## src/verilog/tfrm_pkg.sv

```systemverilog
// tfrm_pkg: offsets, reset values and field positions of the register map
package tfrm_pkg;
  // register offsets
  localparam logic [7:0] OFF_LOCAL_TEMP = 8'h00;
  localparam logic [7:0] OFF_REMOTE_TEMP_HI = 8'h01;
  localparam logic [7:0] OFF_ALERT_STATUS = 8'h02;
  localparam logic [7:0] OFF_CONFIG = 8'h03;
  localparam logic [7:0] OFF_CONV_RATE = 8'h04;
  localparam logic [7:0] OFF_LOCAL_HI_LIM = 8'h05;
  localparam logic [7:0] OFF_REMOTE_HI_LIM_HI = 8'h07;
  localparam logic [7:0] OFF_REMOTE_LO_LIM_HI = 8'h08;
  localparam logic [7:0] OFF_CONFIG_MIR = 8'h09;
  localparam logic [7:0] OFF_CONV_RATE_MIR = 8'h0a;
  localparam logic [7:0] OFF_LOCAL_HI_LIM_MIR = 8'h0b;
  localparam logic [7:0] OFF_REMOTE_HI_LIM_HI_MIR = 8'h0d;
  localparam logic [7:0] OFF_REMOTE_LO_LIM_HI_MIR = 8'h0e;
  localparam logic [7:0] OFF_SINGLE_CONV = 8'h0f;
  localparam logic [7:0] OFF_REMOTE_TEMP_LO = 8'h10;
  localparam logic [7:0] OFF_REMOTE_OFS_HI = 8'h11;
  localparam logic [7:0] OFF_REMOTE_OFS_LO = 8'h12;
  localparam logic [7:0] OFF_REMOTE_HI_LIM_LO = 8'h13;
  localparam logic [7:0] OFF_REMOTE_LO_LIM_LO = 8'h14;
  localparam logic [7:0] OFF_ALERT_MASK = 8'h16;
  localparam logic [7:0] OFF_CRIT_LIMIT = 8'h19;
  localparam logic [7:0] OFF_PIN_IN = 8'h1a;
  localparam logic [7:0] OFF_PIN_OUT = 8'h1b;
  localparam logic [7:0] OFF_CRIT_HYST = 8'h21;
  localparam logic [7:0] OFF_TACH_CNT_LO = 8'h46;
  localparam logic [7:0] OFF_TACH_CNT_HI = 8'h47;
  localparam logic [7:0] OFF_TACH_LIM_LO = 8'h48;
  localparam logic [7:0] OFF_TACH_LIM_HI = 8'h49;
  localparam logic [7:0] OFF_FAN_CTRL = 8'h4a;
  localparam logic [7:0] OFF_FAN_SPINUP = 8'h4b;
  localparam logic [7:0] OFF_FAN_DUTY = 8'h4c;
  localparam logic [7:0] OFF_FAN_FREQ = 8'h4d;
  localparam logic [7:0] OFF_LUT_HYST = 8'h4f;
  localparam logic [7:0] OFF_LUT_BASE = 8'h50;
  localparam logic [7:0] OFF_READ_FILTER = 8'hbf;
  localparam logic [7:0] OFF_MAKER = 8'hfe;
  localparam logic [7:0] OFF_DIE_REV = 8'hff;
  // reset values
  localparam logic [7:0] RST_CONFIG = 8'h00;
  localparam logic [7:0] RST_CONV_RATE = 8'h08;
  localparam logic [7:0] RST_HI_LIM = 8'h46;
  localparam logic [7:0] RST_ZERO = 8'h00;
  localparam logic [7:0] RST_ALERT_MASK = 8'ha4;
  localparam logic [7:0] RST_CRIT_LIMIT = 8'h55;
  localparam logic [7:0] RST_CRIT_HYST = 8'h0a;
  localparam logic [7:0] RST_TACH_LIM = 8'hff;
  localparam logic [7:0] RST_FAN_CTRL = 8'h20;
  localparam logic [7:0] RST_FAN_SPINUP = 8'h3f;
  localparam logic [7:0] RST_FAN_DUTY = 8'h00;
  localparam logic [7:0] RST_FAN_FREQ = 8'h17;
  localparam logic [7:0] RST_LUT_HYST = 8'h04;
  // fields
  localparam int FAN_PROG_BIT = 5;
  localparam int PIN_COUNT = 5;
  localparam int LUT_DEPTH = 16;
  // identity values: arbitrary, neutral
  localparam logic [7:0] ID_MAKER = 8'h5a;
  localparam logic [7:0] ID_DIE_REV = 8'ha5;
endpackage : tfrm_pkg

```

## src/verilog/tfrm_strap_capture.sv

```systemverilog
// tfrm_strap_capture: two-stage sync plus one load after reset release
`timescale 1ns/1ns
module tfrm_strap_capture
  import tfrm_pkg::*;
(
  input wire logic clk_sys_i,
  input wire logic rst_n_i,
  input wire logic [PIN_COUNT-1:0] pins_i,
  output logic [PIN_COUNT-1:0] sync_o,
  output logic load_o
);
  logic [PIN_COUNT-1:0] meta_reg;
  logic [1:0] stage_reg;

  // first stage is read only by the second stage
  always_ff @(posedge clk_sys_i or negedge rst_n_i) begin
    if (!rst_n_i) begin
      meta_reg <= '0;
      sync_o <= '0;
    end else begin
      meta_reg <= pins_i;
      sync_o <= meta_reg;
    end
  end

  // load pulses once, after the sync chain holds a real pin sample
  always_ff @(posedge clk_sys_i or negedge rst_n_i) begin
    if (!rst_n_i) begin
      stage_reg <= 2'h0;
      load_o <= 1'b0;
    end else begin
      load_o <= (stage_reg == 2'h1);
      if (stage_reg != 2'h3) begin
        stage_reg <= stage_reg + 2'h1;
      end
    end
  end
endmodule : tfrm_strap_capture

```

## src/verilog/tfrm_regs.sv

```systemverilog
// tfrm_regs: register file of the thermal and fan controller
// Functional notes
// - mirror addresses reach the primary register
// - reserved addresses hold no register
// - duty value read-only unless override set
// - override set: duty and table writable
// - input levels register captures pin levels
// - output register loads from strap pins
// - threshold registers take their reset values
// - offset registers read/write, reset zero
// - filter register read/write, reset zero
`timescale 1ns/1ns
module tfrm_regs
  import tfrm_pkg::*;
(
  input wire logic clk_sys_i,
  input wire logic rst_n_i,
  input wire logic wr_en_i,
  input wire logic rd_en_i,
  input wire logic [7:0] addr_i,
  input wire logic [7:0] wr_data_i,
  output logic [7:0] rd_data_o,
  output logic rd_valid_o,
  input wire logic [7:0] local_temp_i,
  input wire logic [7:0] remote_temp_hi_i,
  input wire logic [7:0] remote_temp_lo_i,
  input wire logic [7:0] alert_status_i,
  input wire logic [7:0] tach_count_lo_i,
  input wire logic [7:0] tach_count_hi_i,
  input wire logic [7:0] table_duty_i,
  input wire logic [PIN_COUNT-1:0] general_purpose_io_pins_i,
  input wire logic [PIN_COUNT-1:0] default_strap_pins_i,
  output logic [7:0] configuration_o,
  output logic [7:0] conversion_rate_o,
  output logic [7:0] fan_pwm_control_o,
  output logic [7:0] fan_spinup_config_o,
  output logic [7:0] fan_duty_value_o,
  output logic [7:0] fan_pwm_frequency_o,
  output logic [PIN_COUNT-1:0] pin_output_levels_o,
  output logic conversion_start_o
);
  logic [7:0] local_hi_lim_reg;
  logic [7:0] rem_hi_lim_hi_reg;
  logic [7:0] rem_lo_lim_hi_reg;
  logic [7:0] rem_hi_lim_lo_reg;
  logic [7:0] rem_lo_lim_lo_reg;
  logic [7:0] rem_ofs_hi_reg;
  logic [7:0] rem_ofs_lo_reg;
  logic [7:0] alert_mask_reg;
  logic [7:0] crit_limit_reg;
  logic [7:0] crit_hyst_reg;
  logic [7:0] tach_lim_lo_reg;
  logic [7:0] tach_lim_hi_reg;
  logic [7:0] lut_hyst_reg;
  logic [7:0] read_filter_reg;
  logic [PIN_COUNT-1:0] pin_in_reg;
  logic [7:0] lut_mem [LUT_DEPTH];
  logic [7:0] addr_n;
  logic [7:0] rd_next;
  logic prog_en;
  logic lut_hit;
  logic [PIN_COUNT-1:0] gpio_sync;
  logic [PIN_COUNT-1:0] strap_sync;
  logic gpio_load;

  // pins cross into the clock domain before anyone looks at them
  tfrm_strap_capture u_gpio_cap (
    .clk_sys_i(clk_sys_i),
    .rst_n_i(rst_n_i),
    .pins_i(general_purpose_io_pins_i),
    .sync_o(gpio_sync),
    .load_o(gpio_load)
  );
  tfrm_strap_capture u_strap_cap (
    .clk_sys_i(clk_sys_i),
    .rst_n_i(rst_n_i),
    .pins_i(default_strap_pins_i),
    .sync_o(strap_sync),
    .load_o()
  );

  // fold mirror addresses onto their primary offsets
  always_comb begin
    case (addr_i)
      OFF_CONFIG_MIR: addr_n = OFF_CONFIG;
      OFF_CONV_RATE_MIR: addr_n = OFF_CONV_RATE;
      OFF_LOCAL_HI_LIM_MIR: addr_n = OFF_LOCAL_HI_LIM;
      OFF_REMOTE_HI_LIM_HI_MIR: addr_n = OFF_REMOTE_HI_LIM_HI;
      OFF_REMOTE_LO_LIM_HI_MIR: addr_n = OFF_REMOTE_LO_LIM_HI;
      default: addr_n = addr_i;
    endcase
  end

  assign prog_en = fan_pwm_control_o[FAN_PROG_BIT];
  assign lut_hit = (addr_n[7:4] == OFF_LUT_BASE[7:4]);

  // thermal config, rate, thresholds, alert mask and trims; unlisted offsets store nothing
  always_ff @(posedge clk_sys_i or negedge rst_n_i) begin
    if (!rst_n_i) begin
      configuration_o <= RST_CONFIG;
      conversion_rate_o <= RST_CONV_RATE;
      local_hi_lim_reg <= RST_HI_LIM;
      rem_hi_lim_hi_reg <= RST_HI_LIM;
      rem_lo_lim_hi_reg <= RST_ZERO;
      rem_hi_lim_lo_reg <= RST_ZERO;
      rem_lo_lim_lo_reg <= RST_ZERO;
      crit_limit_reg <= RST_CRIT_LIMIT;
      crit_hyst_reg <= RST_CRIT_HYST;
      rem_ofs_hi_reg <= RST_ZERO;
      rem_ofs_lo_reg <= RST_ZERO;
      read_filter_reg <= RST_ZERO;
      alert_mask_reg <= RST_ALERT_MASK;
    end else if (wr_en_i) begin
      case (addr_n)
        OFF_CONFIG: configuration_o <= wr_data_i;
        OFF_CONV_RATE: conversion_rate_o <= wr_data_i;
        OFF_LOCAL_HI_LIM: local_hi_lim_reg <= wr_data_i;
        OFF_REMOTE_HI_LIM_HI: rem_hi_lim_hi_reg <= wr_data_i;
        OFF_REMOTE_LO_LIM_HI: rem_lo_lim_hi_reg <= wr_data_i;
        OFF_REMOTE_HI_LIM_LO: rem_hi_lim_lo_reg <= wr_data_i;
        OFF_REMOTE_LO_LIM_LO: rem_lo_lim_lo_reg <= wr_data_i;
        OFF_CRIT_LIMIT: crit_limit_reg <= wr_data_i;
        OFF_CRIT_HYST: crit_hyst_reg <= wr_data_i;
        OFF_REMOTE_OFS_HI: rem_ofs_hi_reg <= wr_data_i;
        OFF_REMOTE_OFS_LO: rem_ofs_lo_reg <= wr_data_i;
        OFF_READ_FILTER: read_filter_reg <= wr_data_i;
        OFF_ALERT_MASK: alert_mask_reg <= wr_data_i;
        default: ; // reserved holes ignore writes
      endcase
    end
  end

  // fan setup registers; the host orders its writes, we only store them
  always_ff @(posedge clk_sys_i or negedge rst_n_i) begin
    if (!rst_n_i) begin
      fan_pwm_control_o <= RST_FAN_CTRL;
      fan_spinup_config_o <= RST_FAN_SPINUP;
      fan_pwm_frequency_o <= RST_FAN_FREQ;
      tach_lim_lo_reg <= RST_TACH_LIM;
      tach_lim_hi_reg <= RST_TACH_LIM;
      lut_hyst_reg <= RST_LUT_HYST;
    end else if (wr_en_i) begin
      case (addr_n)
        OFF_FAN_CTRL: fan_pwm_control_o <= wr_data_i;
        OFF_FAN_SPINUP: fan_spinup_config_o <= wr_data_i;
        OFF_FAN_FREQ: fan_pwm_frequency_o <= wr_data_i;
        OFF_TACH_LIM_LO: tach_lim_lo_reg <= wr_data_i;
        OFF_TACH_LIM_HI: tach_lim_hi_reg <= wr_data_i;
        OFF_LUT_HYST: lut_hyst_reg <= wr_data_i;
        default: ;
      endcase
    end
  end

  // duty value: host-owned while override set, else follows the table
  always_ff @(posedge clk_sys_i or negedge rst_n_i) begin
    if (!rst_n_i) begin
      fan_duty_value_o <= RST_FAN_DUTY;
    end else if (prog_en) begin
      if (wr_en_i && addr_n == OFF_FAN_DUTY) begin
        fan_duty_value_o <= wr_data_i;
      end
    end else begin
      fan_duty_value_o <= table_duty_i;
    end
  end

  // lookup table is writable only under override; no reset on storage
  always_ff @(posedge clk_sys_i) begin
    if (wr_en_i && lut_hit && prog_en) begin
      lut_mem[addr_n[3:0]] <= wr_data_i;
    end
  end

  // pin levels captured once after reset; trade: sampled two edges late
  always_ff @(posedge clk_sys_i or negedge rst_n_i) begin
    if (!rst_n_i) begin
      pin_in_reg <= '0;
      pin_output_levels_o <= '0;
    end else if (gpio_load) begin
      pin_in_reg <= gpio_sync;
      pin_output_levels_o <= strap_sync;
    end else if (wr_en_i && addr_n == OFF_PIN_OUT) begin
      pin_output_levels_o <= wr_data_i[PIN_COUNT-1:0];
    end
  end

  // single conversion trigger: pulse only, nothing kept
  always_ff @(posedge clk_sys_i or negedge rst_n_i) begin
    if (!rst_n_i) begin
      conversion_start_o <= 1'b0;
    end else begin
      conversion_start_o <= wr_en_i && (addr_n == OFF_SINGLE_CONV);
    end
  end

  // read mux; write-only and reserved offsets read zero
  always_comb begin
    rd_next = 8'h00;
    if (lut_hit) begin
      rd_next = lut_mem[addr_n[3:0]];
    end else begin
      case (addr_n)
        OFF_LOCAL_TEMP: rd_next = local_temp_i;
        OFF_REMOTE_TEMP_HI: rd_next = remote_temp_hi_i;
        OFF_ALERT_STATUS: rd_next = alert_status_i;
        OFF_CONFIG: rd_next = configuration_o;
        OFF_CONV_RATE: rd_next = conversion_rate_o;
        OFF_LOCAL_HI_LIM: rd_next = local_hi_lim_reg;
        OFF_REMOTE_HI_LIM_HI: rd_next = rem_hi_lim_hi_reg;
        OFF_REMOTE_LO_LIM_HI: rd_next = rem_lo_lim_hi_reg;
        OFF_REMOTE_TEMP_LO: rd_next = remote_temp_lo_i;
        OFF_REMOTE_OFS_HI: rd_next = rem_ofs_hi_reg;
        OFF_REMOTE_OFS_LO: rd_next = rem_ofs_lo_reg;
        OFF_REMOTE_HI_LIM_LO: rd_next = rem_hi_lim_lo_reg;
        OFF_REMOTE_LO_LIM_LO: rd_next = rem_lo_lim_lo_reg;
        OFF_ALERT_MASK: rd_next = alert_mask_reg;
        OFF_CRIT_LIMIT: rd_next = crit_limit_reg;
        OFF_PIN_IN: rd_next = {3'h0, pin_in_reg};
        OFF_PIN_OUT: rd_next = {3'h0, pin_output_levels_o};
        OFF_CRIT_HYST: rd_next = crit_hyst_reg;
        OFF_TACH_CNT_LO: rd_next = tach_count_lo_i;
        OFF_TACH_CNT_HI: rd_next = tach_count_hi_i;
        OFF_TACH_LIM_LO: rd_next = tach_lim_lo_reg;
        OFF_TACH_LIM_HI: rd_next = tach_lim_hi_reg;
        OFF_FAN_CTRL: rd_next = fan_pwm_control_o;
        OFF_FAN_SPINUP: rd_next = fan_spinup_config_o;
        OFF_FAN_DUTY: rd_next = fan_duty_value_o;
        OFF_FAN_FREQ: rd_next = fan_pwm_frequency_o;
        OFF_LUT_HYST: rd_next = lut_hyst_reg;
        OFF_READ_FILTER: rd_next = read_filter_reg;
        OFF_MAKER: rd_next = ID_MAKER;
        OFF_DIE_REV: rd_next = ID_DIE_REV;
        default: rd_next = 8'h00;
      endcase
    end
  end

  // read data registered; one cycle latency
  always_ff @(posedge clk_sys_i or negedge rst_n_i) begin
    if (!rst_n_i) begin
      rd_data_o <= 8'h00;
      rd_valid_o <= 1'b0;
    end else begin
      rd_valid_o <= rd_en_i;
      if (rd_en_i) begin
        rd_data_o <= rd_next;
      end
    end
  end
endmodule : tfrm_regs

```

## config.mk

```make
export PLATFORM = sky130hd
export DESIGN_NAME = tfrm_regs
export DESIGN_NICKNAME = d
export VERILOG_FILES = /design/src/verilog/tfrm_pkg.sv /design/src/verilog/tfrm_strap_capture.sv /design/src/verilog/tfrm_regs.sv
export SDC_FILE = /design/constraint.sdc
export NUM_CORES = 1
export LEC_CHECK = 0
export ABC_AREA = 0
export ABC_CLOCK_PERIOD_IN_PS = 2300
export BUFFER_PORTS_ARGS = -buffer_cell sky130_fd_sc_hd__buf_2
export CAP_MARGIN = 20
export CORE_ASPECT_RATIO = 0.9
export CORE_UTILIZATION = 53
export DETAILED_ROUTE_END_ITERATION = 12
export GPL_TIMING_DRIVEN = 0
export PLACE_DENSITY = 0.76
export SLEW_MARGIN = 20
export SYNTH_ARGS = -nofsm -noshare
export SYNTH_HDL_FRONTEND = slang
export SYNTH_SLANG_ARGS = --single-unit
```

## constraint.sdc

```tcl
create_clock -name clk_sys_i -period 2.3 [get_ports clk_sys_i]
set_input_delay 0.46 -clock clk_sys_i [delete_from_list [all_inputs] [get_ports clk_sys_i]]
set_output_delay 0.46 -clock clk_sys_i [all_outputs]
set_load 0.005 [all_outputs]
```

==> summary.txt, run 1 <==
largest net degree at the start of global routing - 81
Worst Tran Pin Value - 0.778 ns
reg2reg path depth - 5
Initial DRC Count - 1380
Hold EP - u_strap_cap.meta_reg[3]
Critical Path Sink Type - flip-flop
total track usage - 33.3%
reg-to-reg endpoint - rd_data_o[1]
worst path required time - 2.68 ns
Main synth FF type - dfrtp_1
final hold vios - 0
Final Core Density - 67.6%
failing checks - setup timing
fin crit share - 105%
ys async rst share - 61.3%
Worst setup SP type - input port
Worst R2R Start - conversion_rate_o[1]
Synth Net Count - 1163
Max Cap Viol - 0
routed via count - 11100
chip height - 160 µm
initial antenna violation count - 0
I/O pins - 149
status - finished with violations
register area share after synthesis - 61.3%
yosys warns - 0
first-pass GRT wire length - 68600 µm
Lkg Pwr - 7.76 nW
Clock Path Buffers - 3
maximum VDD drop - 0.000773 V
PortBufs - 144
number of flops mapped to enable cells by yosys - 128
total wire length - 47400 µm
Final Non-Filler Cells - 1677
Clock Root Buffer - clkbuf_16
Crit path arrival time - 2.80 ns
Core ar. - 27100 µm²
critical path class - in -> reg
total CTS buffers - 35
Final Net Count - 1385
ANT cells - 0
CP Max Fanout - 6
Syn Inst Count - 1075
Post-Place Cells - 1575
full die area - 28300 µm²
CTS sink cnt - 331
area fraction of the dominant cell type after synthesis - 27.2%
post-route ant nets - 0
max FFs per register - 128
drt wl/cell - 28.3 µm
Hold Path Depth - 1
area leader, netlist - dfrtp_1
Synth area leaders - dfrtp_1 27%, edfxtp_1 26%, mux2_2 13%
PD cells - 738 nW/µm²
Syn Area/Cell - 13.6 µm²
CP Launch Point - addr_i[1]
setup violators final - 5
clock slew seen by the registers of the worst setup and hold paths - 0.06 ns
Rows - 57
Fmax achieved - 413 MHz
Rel. slew slack - 47.8%
layout cell share with drive strength beyond 1 - 45.8%
RSZ-0062 raised after global routing - yes
Yosys reg bits - 331
startpoint of the worst hold path - default_strap_pins_i[3]
fillers - 1864
clk_lat worst skew - 0.51 ns
vias per cell - 6.65
Post-synth top cells - 168 x mux2_2, 159 x dfrtp_1, 128 x edfxtp_1
most common cell in the netlist - mux2_2
CTS tree - yes
drt drc - 0
Synth Cell Area - 14600 µm²
Setup Skew - 0.0190 ns
r2r setup slk - 0.09 ns
die extent in x - 177 µm
PnR worst setup slack - -0.120 ns
Placer Congestion - 0.991
global route total overflow - 0
Max Slew Vio Count - 0
detailed placement HPWL - 32200 µm
Starting Density - 54.0%
Max H-tree Level - 2
Syn-to-layout area delta - 25.0%
Tmin final - 2.42 ns
Initial DRT Pass Iterations - 6
vias in the first global route - 10700
Hold Path Class - in -> reg
Synth cell types - 72
area by class of cell:
cell class / instances / area, µm² / share of cell area, %
sequential: 331 / 8980 / 49.0
multi-input combinational: 671 / 6030 / 32.9
timing repair buffer: 187 / 1190 / 6.52
clock buffer: 55 / 1120 / 6.10
buffer: 67 / 463 / 2.53
tap: 354 / 443 / 2.42
clock inverter: 8 / 68.8 / 0.376
inverter: 4 / 15.0 / 0.0820
cell usage in the layout (no fill, tap or decap), drive strengths merged, types with 19 or more instances in the layout:
cell    synthesis  final
nor3           19     19
nand3          39     39
a221oi         20     20
o21ai          35     35
dfrtp         159    159
nor2           41     41
clkbuf         37     94
edfxtp        128    128
mux2          175    175
a22oi          52     52
mux2i          38     38
o22ai          23     23
a21oi          45     45
dfstp          44     44
nand2          48     48
buf            32    214
worst max-delay path, cell delays in order:
cell,delay (ns)
buf_12,0.11
buf_8,0.13
buf_8,0.13
nand4b_1,0.28
nor2_4,0.08
a32o_2,0.26
a221oi_4,0.34
o2111ai_2,0.26
or4_4,0.58
o22a_1,0.18
layer usage:
metal  part of all wire [%]  GRT usage [%]  vias to the layer above  wire length (µm)
li1                       -              -                     4613                 -
met1                     39           48.4                     5565             18700
met2                     44           48.7                      806             20700
met3                     12           7.90                      164              5720
met4                    4.9           12.9                        0              2310
met5                      0              0                        -                 0
timing repair:
item,4_1_cts,5_1_grt
endpoints found under the setup margin,212,117
hold endpoints to repair,51,0
gates cloned,0,2
setup buffers,20,18
pin swaps,23,17
hold buffers,1,0
gates resized for setup,88,69
logic make-up (layout without fill, tap and decap cells):
| kind of cell | Yosys count | in the layout | synth area share [%] |
|---|---|---|---|
| flops | 331 | 331 | 61.3 |
| compound gates | 245 | 245 | 11.9 |
| mux | 213 | 213 | 16.1 |
| simple gates | 208 | 208 | 7.85 |
| buf+inv | 73 | 321 | 2.37 |
| xor+xnor | 3 | 3 | 0.231 |
| fa+ha+maj | 2 | 2 | 0.171 |
where the power goes:
part	leakage (nW)	internal [mW]	switching [mW]
combinational	3.48	0.499	0.718
sequential	3.69	6.38	0.148
clock	0.589	3.46	2.31
total	7.76	10.3	3.17
metrics by stage:
step / setup TNS [ns] / hold WS [ns] / total power, mW / cell area, µm² / setup WS [ns]
2_1_floorplan: -4.31 / 0.164 / 7.12 / 14900 / -0.136
3_3_place_gp: -665.08 / 0.333 / 7.62 / 16000 / -2.63
3_5_place_dp: -189.65 / 0.335 / 7.67 / 16100 / -1.35
4_1_cts: -0.208 / 0.0531 / 13.4 / 17800 / -0.110
5_1_grt: -0.204 / 0.0500 / 13.8 / 18300 / -0.0732
6_report: -0.397 / 0.0679 / 13.5 / 18300 / -0.120
worst max-delay path by stage:
| stage | depth (start not counted) | endpoint | slack, ns |
|---|---|---|---|
| floorplan | 7 | lut_mem[12][0] | -0.14 |
| global placement | 1 | u_strap_cap.meta_reg[2] | -2.63 |
| detailed placement | 9 | rd_data_o[6] | -1.35 |
| CTS | 10 | rd_data_o[4] | -0.11 |
| global route | 10 | rd_data_o[3] | -0.07 |
| finish | 10 | rd_data_o[3] | -0.12 |
No activity file was read; power rests on OpenSTA's default activity.
==> run 2, diff against run 1 <==
==> constraint.sdc (replaced) <==
create_clock -name clk_sys_i -period 2.3 [get_ports clk_sys_i]
set_input_delay 0.23 -clock clk_sys_i [delete_from_list [all_inputs] [get_ports clk_sys_i]]
set_output_delay 0.23 -clock clk_sys_i [all_outputs]
set_load 0.005 [all_outputs]
==> summary.txt, run 2 (synthesis results as in run 1) <==
status - finished with violations (unchanged)
failing checks - setup timing (unchanged)
chip height - 160 µm (unchanged)
CTS tree - yes (unchanged)
Tmin final - 2.37 ns (was 2.42 ns)
Fmax achieved - 421 MHz (was 413 MHz)
Max Cap Viol - 0 (unchanged)
Rows - 57 (unchanged)
critical path class - in -> reg (unchanged)
largest net degree at the start of global routing - 94 (was 81)
CTS sink cnt - 331 (unchanged)
ANT cells - 0 (unchanged)
total CTS buffers - 34 (was 35)
Worst R2R Start - conversion_rate_o[1] (unchanged)
RSZ-0062 raised after global routing - yes (unchanged)
clock network fraction of total power - 42.3% (was 42.7%)
Initial DRC Count - 1339 (was 1380)
placed cell area - 15900 µm² (was 16100 µm²)
first-pass GRT wire length - 65600 µm (was 68600 µm)
combinational share of power - 8.3% (was 9.0%)
drt drc - 0 (unchanged)
Syn-to-layout area delta - 20.9% (was 25.0%)
Pint - 10.1 mW (was 10.3 mW)
Critical Path Sink Type - flip-flop (unchanged)
Hold Path Class - in -> async (was in -> reg)
vias per cell - 6.57 (was 6.65)
setup violators final - 2 (was 5)
final hold vios - 0 (unchanged)
routed via count - 11000 (was 11100)
Core ar. - 27100 µm² (unchanged)
I/O pins - 149 (unchanged)
Setup Skew - 0.0119 ns (was 0.0190 ns)
Crit path arrival time - 2.77 ns (was 2.80 ns)
Worst setup SP type - input port (unchanged)
PD cells - 745 nW/µm² (was 738 nW/µm²)
PortBufs - 144 (unchanged)
layout cell share with drive strength beyond 1 - 40.6% (was 45.8%)
CP Capture Point - rd_data_o[4] (was rd_data_o[3])
Rel. slew slack - 29.1% (was 47.8%)
detailed placement HPWL - 30800 µm (was 32200 µm)
DP Worst Slack - -1.17 ns (was -1.35 ns)
drt wl/cell - 26.8 µm (was 28.3 µm)
Clock Root Buffer - clkbuf_16 (unchanged)
most common cell after layout, fill and taps aside - mux2_2 (unchanged)
initial antenna violation count - 0 (unchanged)
Final Net Count - 1375 (was 1385)
CP Launch Point - addr_i[0] (was addr_i[1])
Max H-tree Level - 2 (unchanged)
post-route ant nets - 0 (unchanged)
Final TNS setup - -0.113 ns (was -0.397 ns)
reg2reg path depth - 5 (unchanged)
die extent in x - 177 µm (unchanged)
maximum VDD drop - 0.000677 V (was 0.000773 V)
Starting Density - 54.0% (unchanged)
reg-to-reg endpoint - rd_data_o[1] (unchanged)
global route total overflow - 0 (unchanged)
clk_lat worst skew - 0.51 ns (about the same)
Final Core Density - 65.3% (was 67.6%)
fillers - 1990 (was 1864)
vias in the first global route - 10500 (was 10700)
switching share of power - 23.1% (was 23.5%)
Seq pwr share - 49.4% (was 48.3%)
total track usage - 31.6% (was 33.3%)
total wire length - 44700 µm (was 47400 µm)
Lkg Pwr - 7.45 nW (was 7.76 nW)
PnR worst setup slack - -0.0727 ns (was -0.120 ns)
clock slew seen by the registers of the worst setup and hold paths - 0.06 ns (about the same)
Final Cell Area - 17700 µm² (was 18300 µm²)
CP Max Fanout - 10 (was 6)
Psw - 3.04 mW (was 3.17 mW)
Placer Congestion - 1.02 (was 0.991)
most frequent cells in the layout - 168 x mux2_2, 160 x buf_2, 159 x dfrtp_1 (was 163 x mux2_2, 159 x dfrtp_1, 145 x buf_2)
Clock Path Buffers - 3 (unchanged)
Initial DRT Pass Iterations - 6 (unchanged)
r2r setup slk - 0.04 ns (was 0.09 ns)
Worst Tran Pin Value - 1.05 ns (was 0.778 ns)
full die area - 28300 µm² (unchanged)
worst path required time - 2.70 ns (was 2.68 ns)
fin crit share - 103% (was 105%)
Max Slew Vio Count - 0 (unchanged)
max FFs per register - 128 (unchanged)
[run 2: per-layer routing]
layer,global-route usage [%],routed length (µm),up-vias
li1,-,-,4586
met1,46.7,18300,5505
met2,45.5,19600,745
met3,7.88,5160,114
met4,11.1,1590,0
met5,0,0,-
[run 2: worst min path at each step]
stage | from | end | slack, ns
floorplan | rst_n_i | alert_mask_reg[0] | -0.07
global placement | u_strap_cap.meta_reg[4] | u_strap_cap.sync_o[4] | 0.33
detailed placement | rst_n_i | rem_hi_lim_lo_reg[3] | 0.09
CTS | rst_n_i | rem_hi_lim_lo_reg[3] | 0.16
global route | rst_n_i | conversion_rate_o[7] | 0.17
finish | rst_n_i | conversion_rate_o[7] | 0.16
[run 2: per-stage QoR]
stage,hold WS [ns],std cells,total power [mW]
after global routing,0.167,1666,13.5
final,0.157,1666,13.2
after global placement,0.334,1573,7.58
after floorplan,-0.0656,1075,7.09
after CTS,0.163,1665,13.2
after detailed placement,0.0931,1575,7.62
[run 2: power by group through the flow]
stage / registers [mW] / clock network (mW) / logic [mW]
floorplan: 6.58 / 0 / 0.506
global placement: 6.61 / 0 / 0.966
detailed placement: 6.62 / 0 / 1.00
CTS: 6.51 / 5.59 / 1.06
global route: 6.54 / 5.84 / 1.16
finish: 6.52 / 5.57 / 1.09
[run 2: what timing repair did]
action,in CTS,in global routing
hold buffers,20,0
hold endpoints to repair,113,0
gates resized for setup,47,40
pin swaps,9,8
setup endpoints to repair,159,64
buffers inserted,10,1
[run 2: worst max-delay path: stages]
cell	delay [ns]
buf_2	0.13
clkbuf_4	0.19
buf_4	0.20
nand4b_1	0.20
nor2_2	0.13
a32o_1	0.27
a221oi_4	0.39
o2111ai_2	0.26
or4_4	0.55
o22a_1	0.20
[run 2: area by class of cell]
cell class | count | area (µm²) | area share, %
Clock inverter | 7 | 67.6 | 0.382
Timing Repair Buffer | 177 | 1070 | 6.03
Clock buffer | 54 | 1080 | 6.09
Buffer | 68 | 349 | 1.97
Sequential cell | 331 | 8980 | 50.7
Tap cell | 354 | 443 | 2.50
Inverter | 4 | 15.0 | 0.0848
Multi-Input combinational cell | 671 | 5710 | 32.2
==> run 3, diff against run 2 <==
==> constraint.sdc (replaced) <==
create_clock -name clk_sys_i -period 2.3 [get_ports clk_sys_i]
set_input_delay 0.345 -clock clk_sys_i [delete_from_list [all_inputs] [get_ports clk_sys_i]]
set_output_delay 0.345 -clock clk_sys_i [all_outputs]
set_load 0.005 [all_outputs]
==> summary.txt, run 3 (synthesis results as in run 1) <==
Fmax achieved - 425 MHz (was 421 MHz)
global route total overflow - 0 (unchanged)
CTS sink cnt - 331 (unchanged)
DP Worst Slack - -1.24 ns (was -1.17 ns)
CP Max Fanout - 10 (unchanged)
crit path max-delay cell type - nor3_4 (was or4_4)
drt drc - 0 (unchanged)
Tmin final - 2.35 ns (was 2.37 ns)
Worst path max stage delay - 0.52 ns (was 0.55 ns)
Crit path arrival time - 2.80 ns (was 2.77 ns)
failing checks - setup timing (unchanged)
RSZ-0062 raised after global routing - yes (unchanged)
critical path's top delay family - simple AND/OR/NAND/NOR gates (was compound AO/OA/AOI/OAI gates)
Core ar. - 27100 µm² (unchanged)
routed via count - 11100 (was 11000)
Critical Path Sink Type - flip-flop (unchanged)
PD cells - 723 nW/µm² (was 745 nW/µm²)
Initial DRC Count - 1660 (was 1339)
M2 GR Usage - 45.5% (about the same)
critical path class - in -> reg (unchanged)
worst path required time - 2.75 ns (was 2.70 ns)
post-route ant nets - 0 (unchanged)
maximum VDD drop - 0.000551 V (was 0.000677 V)
Clock Root Buffer - clkbuf_16 (unchanged)
I/O pins - 149 (unchanged)
Hold Path Class - in -> reg (was in -> async)
Worst setup SP type - input port (unchanged)
Setup Skew - 0.00959 ns (was 0.0119 ns)
PnR worst setup slack - -0.0513 ns (was -0.0727 ns)
clock slew seen by the registers of the worst setup and hold paths - 0.06 ns (about the same)
total track usage - 32.3% (was 31.6%)
Max Cap Viol - 0 (unchanged)
Clock Path Buffers - 3 (unchanged)
fin crit share - 102% (was 103%)
Lkg Pwr - 7.63 nW (was 7.45 nW)
Placer Congestion - 1.02 (about the same)
layer with the highest usage - met1 (unchanged)
most frequent cells in the layout - 168 x mux2_2, 159 x dfrtp_1, 150 x buf_2 (was 168 x mux2_2, 160 x buf_2, 159 x dfrtp_1)
vias in the first global route - 10600 (was 10500)
Final TNS setup - -0.0721 ns (was -0.113 ns)
CTS tree - yes (unchanged)
Rel. slew slack - 46.9% (was 29.1%)
full die area - 28300 µm² (unchanged)
final hold vios - 0 (unchanged)
GR Layer Usage met1 - 47.5% (was 46.7%)
fillers - 1951 (was 1990)
CP cell instances - buf_2 > or4b_1 > buf_4 > nor3_4 > a22oi_1 > o21ai_0 > nor3_1 > nand4_1 > o22a_1 (was buf_2 > clkbuf_4 > buf_4 > nand4b_1 > nor2_2 > a32o_1 > a221oi_4 > o2111ai_2 > or4_4 > o22a_1)
die extent in x - 177 µm (unchanged)
first-pass GRT wire length - 66800 µm (was 65600 µm)
vias per cell - 6.59 (was 6.57)
status - finished with violations (unchanged)
chip height - 160 µm (unchanged)
Syn-to-layout area delta - 23.5% (was 20.9%)
Max Slew Vio Count - 0 (unchanged)
Post-Place Cells - 1575 (unchanged)
Initial DRT Pass Iterations - 7 (was 6)
CP bufs+invs - 2 (was 3)
Worst Tran Pin Value - 0.792 ns (was 1.05 ns)
total wire length - 46100 µm (was 44700 µm)
Final Non-Filler Cells - 1686 (was 1666)
Max H-tree Level - 2 (unchanged)
clk_lat worst skew - 0.52 ns (was 0.51 ns)
layout cell share with drive strength beyond 1 - 42.9% (was 40.6%)
met3 Track Usage GR - 9.12% (was 7.88%)
Final Net Count - 1395 (was 1375)
r2r setup slk - 0.07 ns (was 0.04 ns)
Starting Density - 54.0% (unchanged)
Rows - 57 (unchanged)
largest net degree at the start of global routing - 101 (was 94)
max FFs per register - 128 (unchanged)
detailed placement HPWL - 30900 µm (was 30800 µm)
total CTS buffers - 34 (unchanged)
setup violators final - 4 (was 2)
drt wl/cell - 27.3 µm (was 26.8 µm)
ANT cells - 0 (unchanged)
most common cell after layout, fill and taps aside - mux2_2 (unchanged)
PortBufs - 144 (unchanged)
initial antenna violation count - 0 (unchanged)
==> run 3: final timing paths <==
check | cells past startpoint | start | to
worst min register to register | 0 | u_strap_cap.meta_reg[3] | u_strap_cap.sync_o[3]
min in group asynchronous | 2 | rst_n_i | rem_hi_lim_lo_reg[3]
worst max register to register | 5 | conversion_rate_o[1] | rd_data_o[1]
max in group asynchronous | 4 | rst_n_i | fan_spinup_config_o[1]
worst min-delay path | 3 | table_duty_i[2] | fan_duty_value_o[2]
worst max-delay path | 9 | addr_i[6] | rd_data_o[5]
==> run 3: tightest hold or removal path: stages <==
cell     delay (ns)
buf_2          0.07
nor2_1         0.03
a21oi_1        0.09
==> run 3: power breakdown <==
group / internal, mW / switching [mW] / leakage, nW
Sequential: 6.38 / 0.147 / 3.69
Clock: 3.13 / 2.25 / 0.533
Combinational: 0.485 / 0.690 / 3.41
Total: 9.99 / 3.08 / 7.63
==> run 3: per-layer routing <==
layer	part of all wire, %	vias to the layer above	wire length, µm
met1	40	5533	18600
met2	43	805	19900
met3	13	133	5900
li1	-	4637	-
met4	3.8	0	1730
met5	0	-	0
==> run 3: area by class of cell <==
type / instances / area (µm²) / area share (%)
multi-input cells: 671 / 5860 / 32.4
flip-flops and latches: 331 / 8980 / 49.6
well taps: 354 / 443 / 2.45
clock buffers: 52 / 1000 / 5.54
plain buffers: 67 / 413 / 2.28
repair buffers: 198 / 1300 / 7.18
inverters: 4 / 15.0 / 0.0830
clock inverters: 9 / 72.6 / 0.401
==> run 3: metrics by stage <==
step                total power [mW]  utilization [%]  area, µm²  hold WS (ns)
global route                    13.4             66.7      18100        0.0988
detailed placement              7.62             58.7      15900         0.222
global placement                7.57             58.4      15800         0.335
CTS                             13.0             64.6      17500        0.0718
floorplan                       7.09                -      14700        0.0494
finish                          13.1             66.7      18100        0.0643
==> run 3: timing repair <==
action / in CTS / in global routing
endpoints found under the hold margin: 42 / 0
resized for setup: 69 / 75
setup endpoints to repair: 189 / 160
gates cloned: 0 / 3
hold buffers: 12 / 0
pin swaps: 15 / 16
setup buffers: 12 / 25
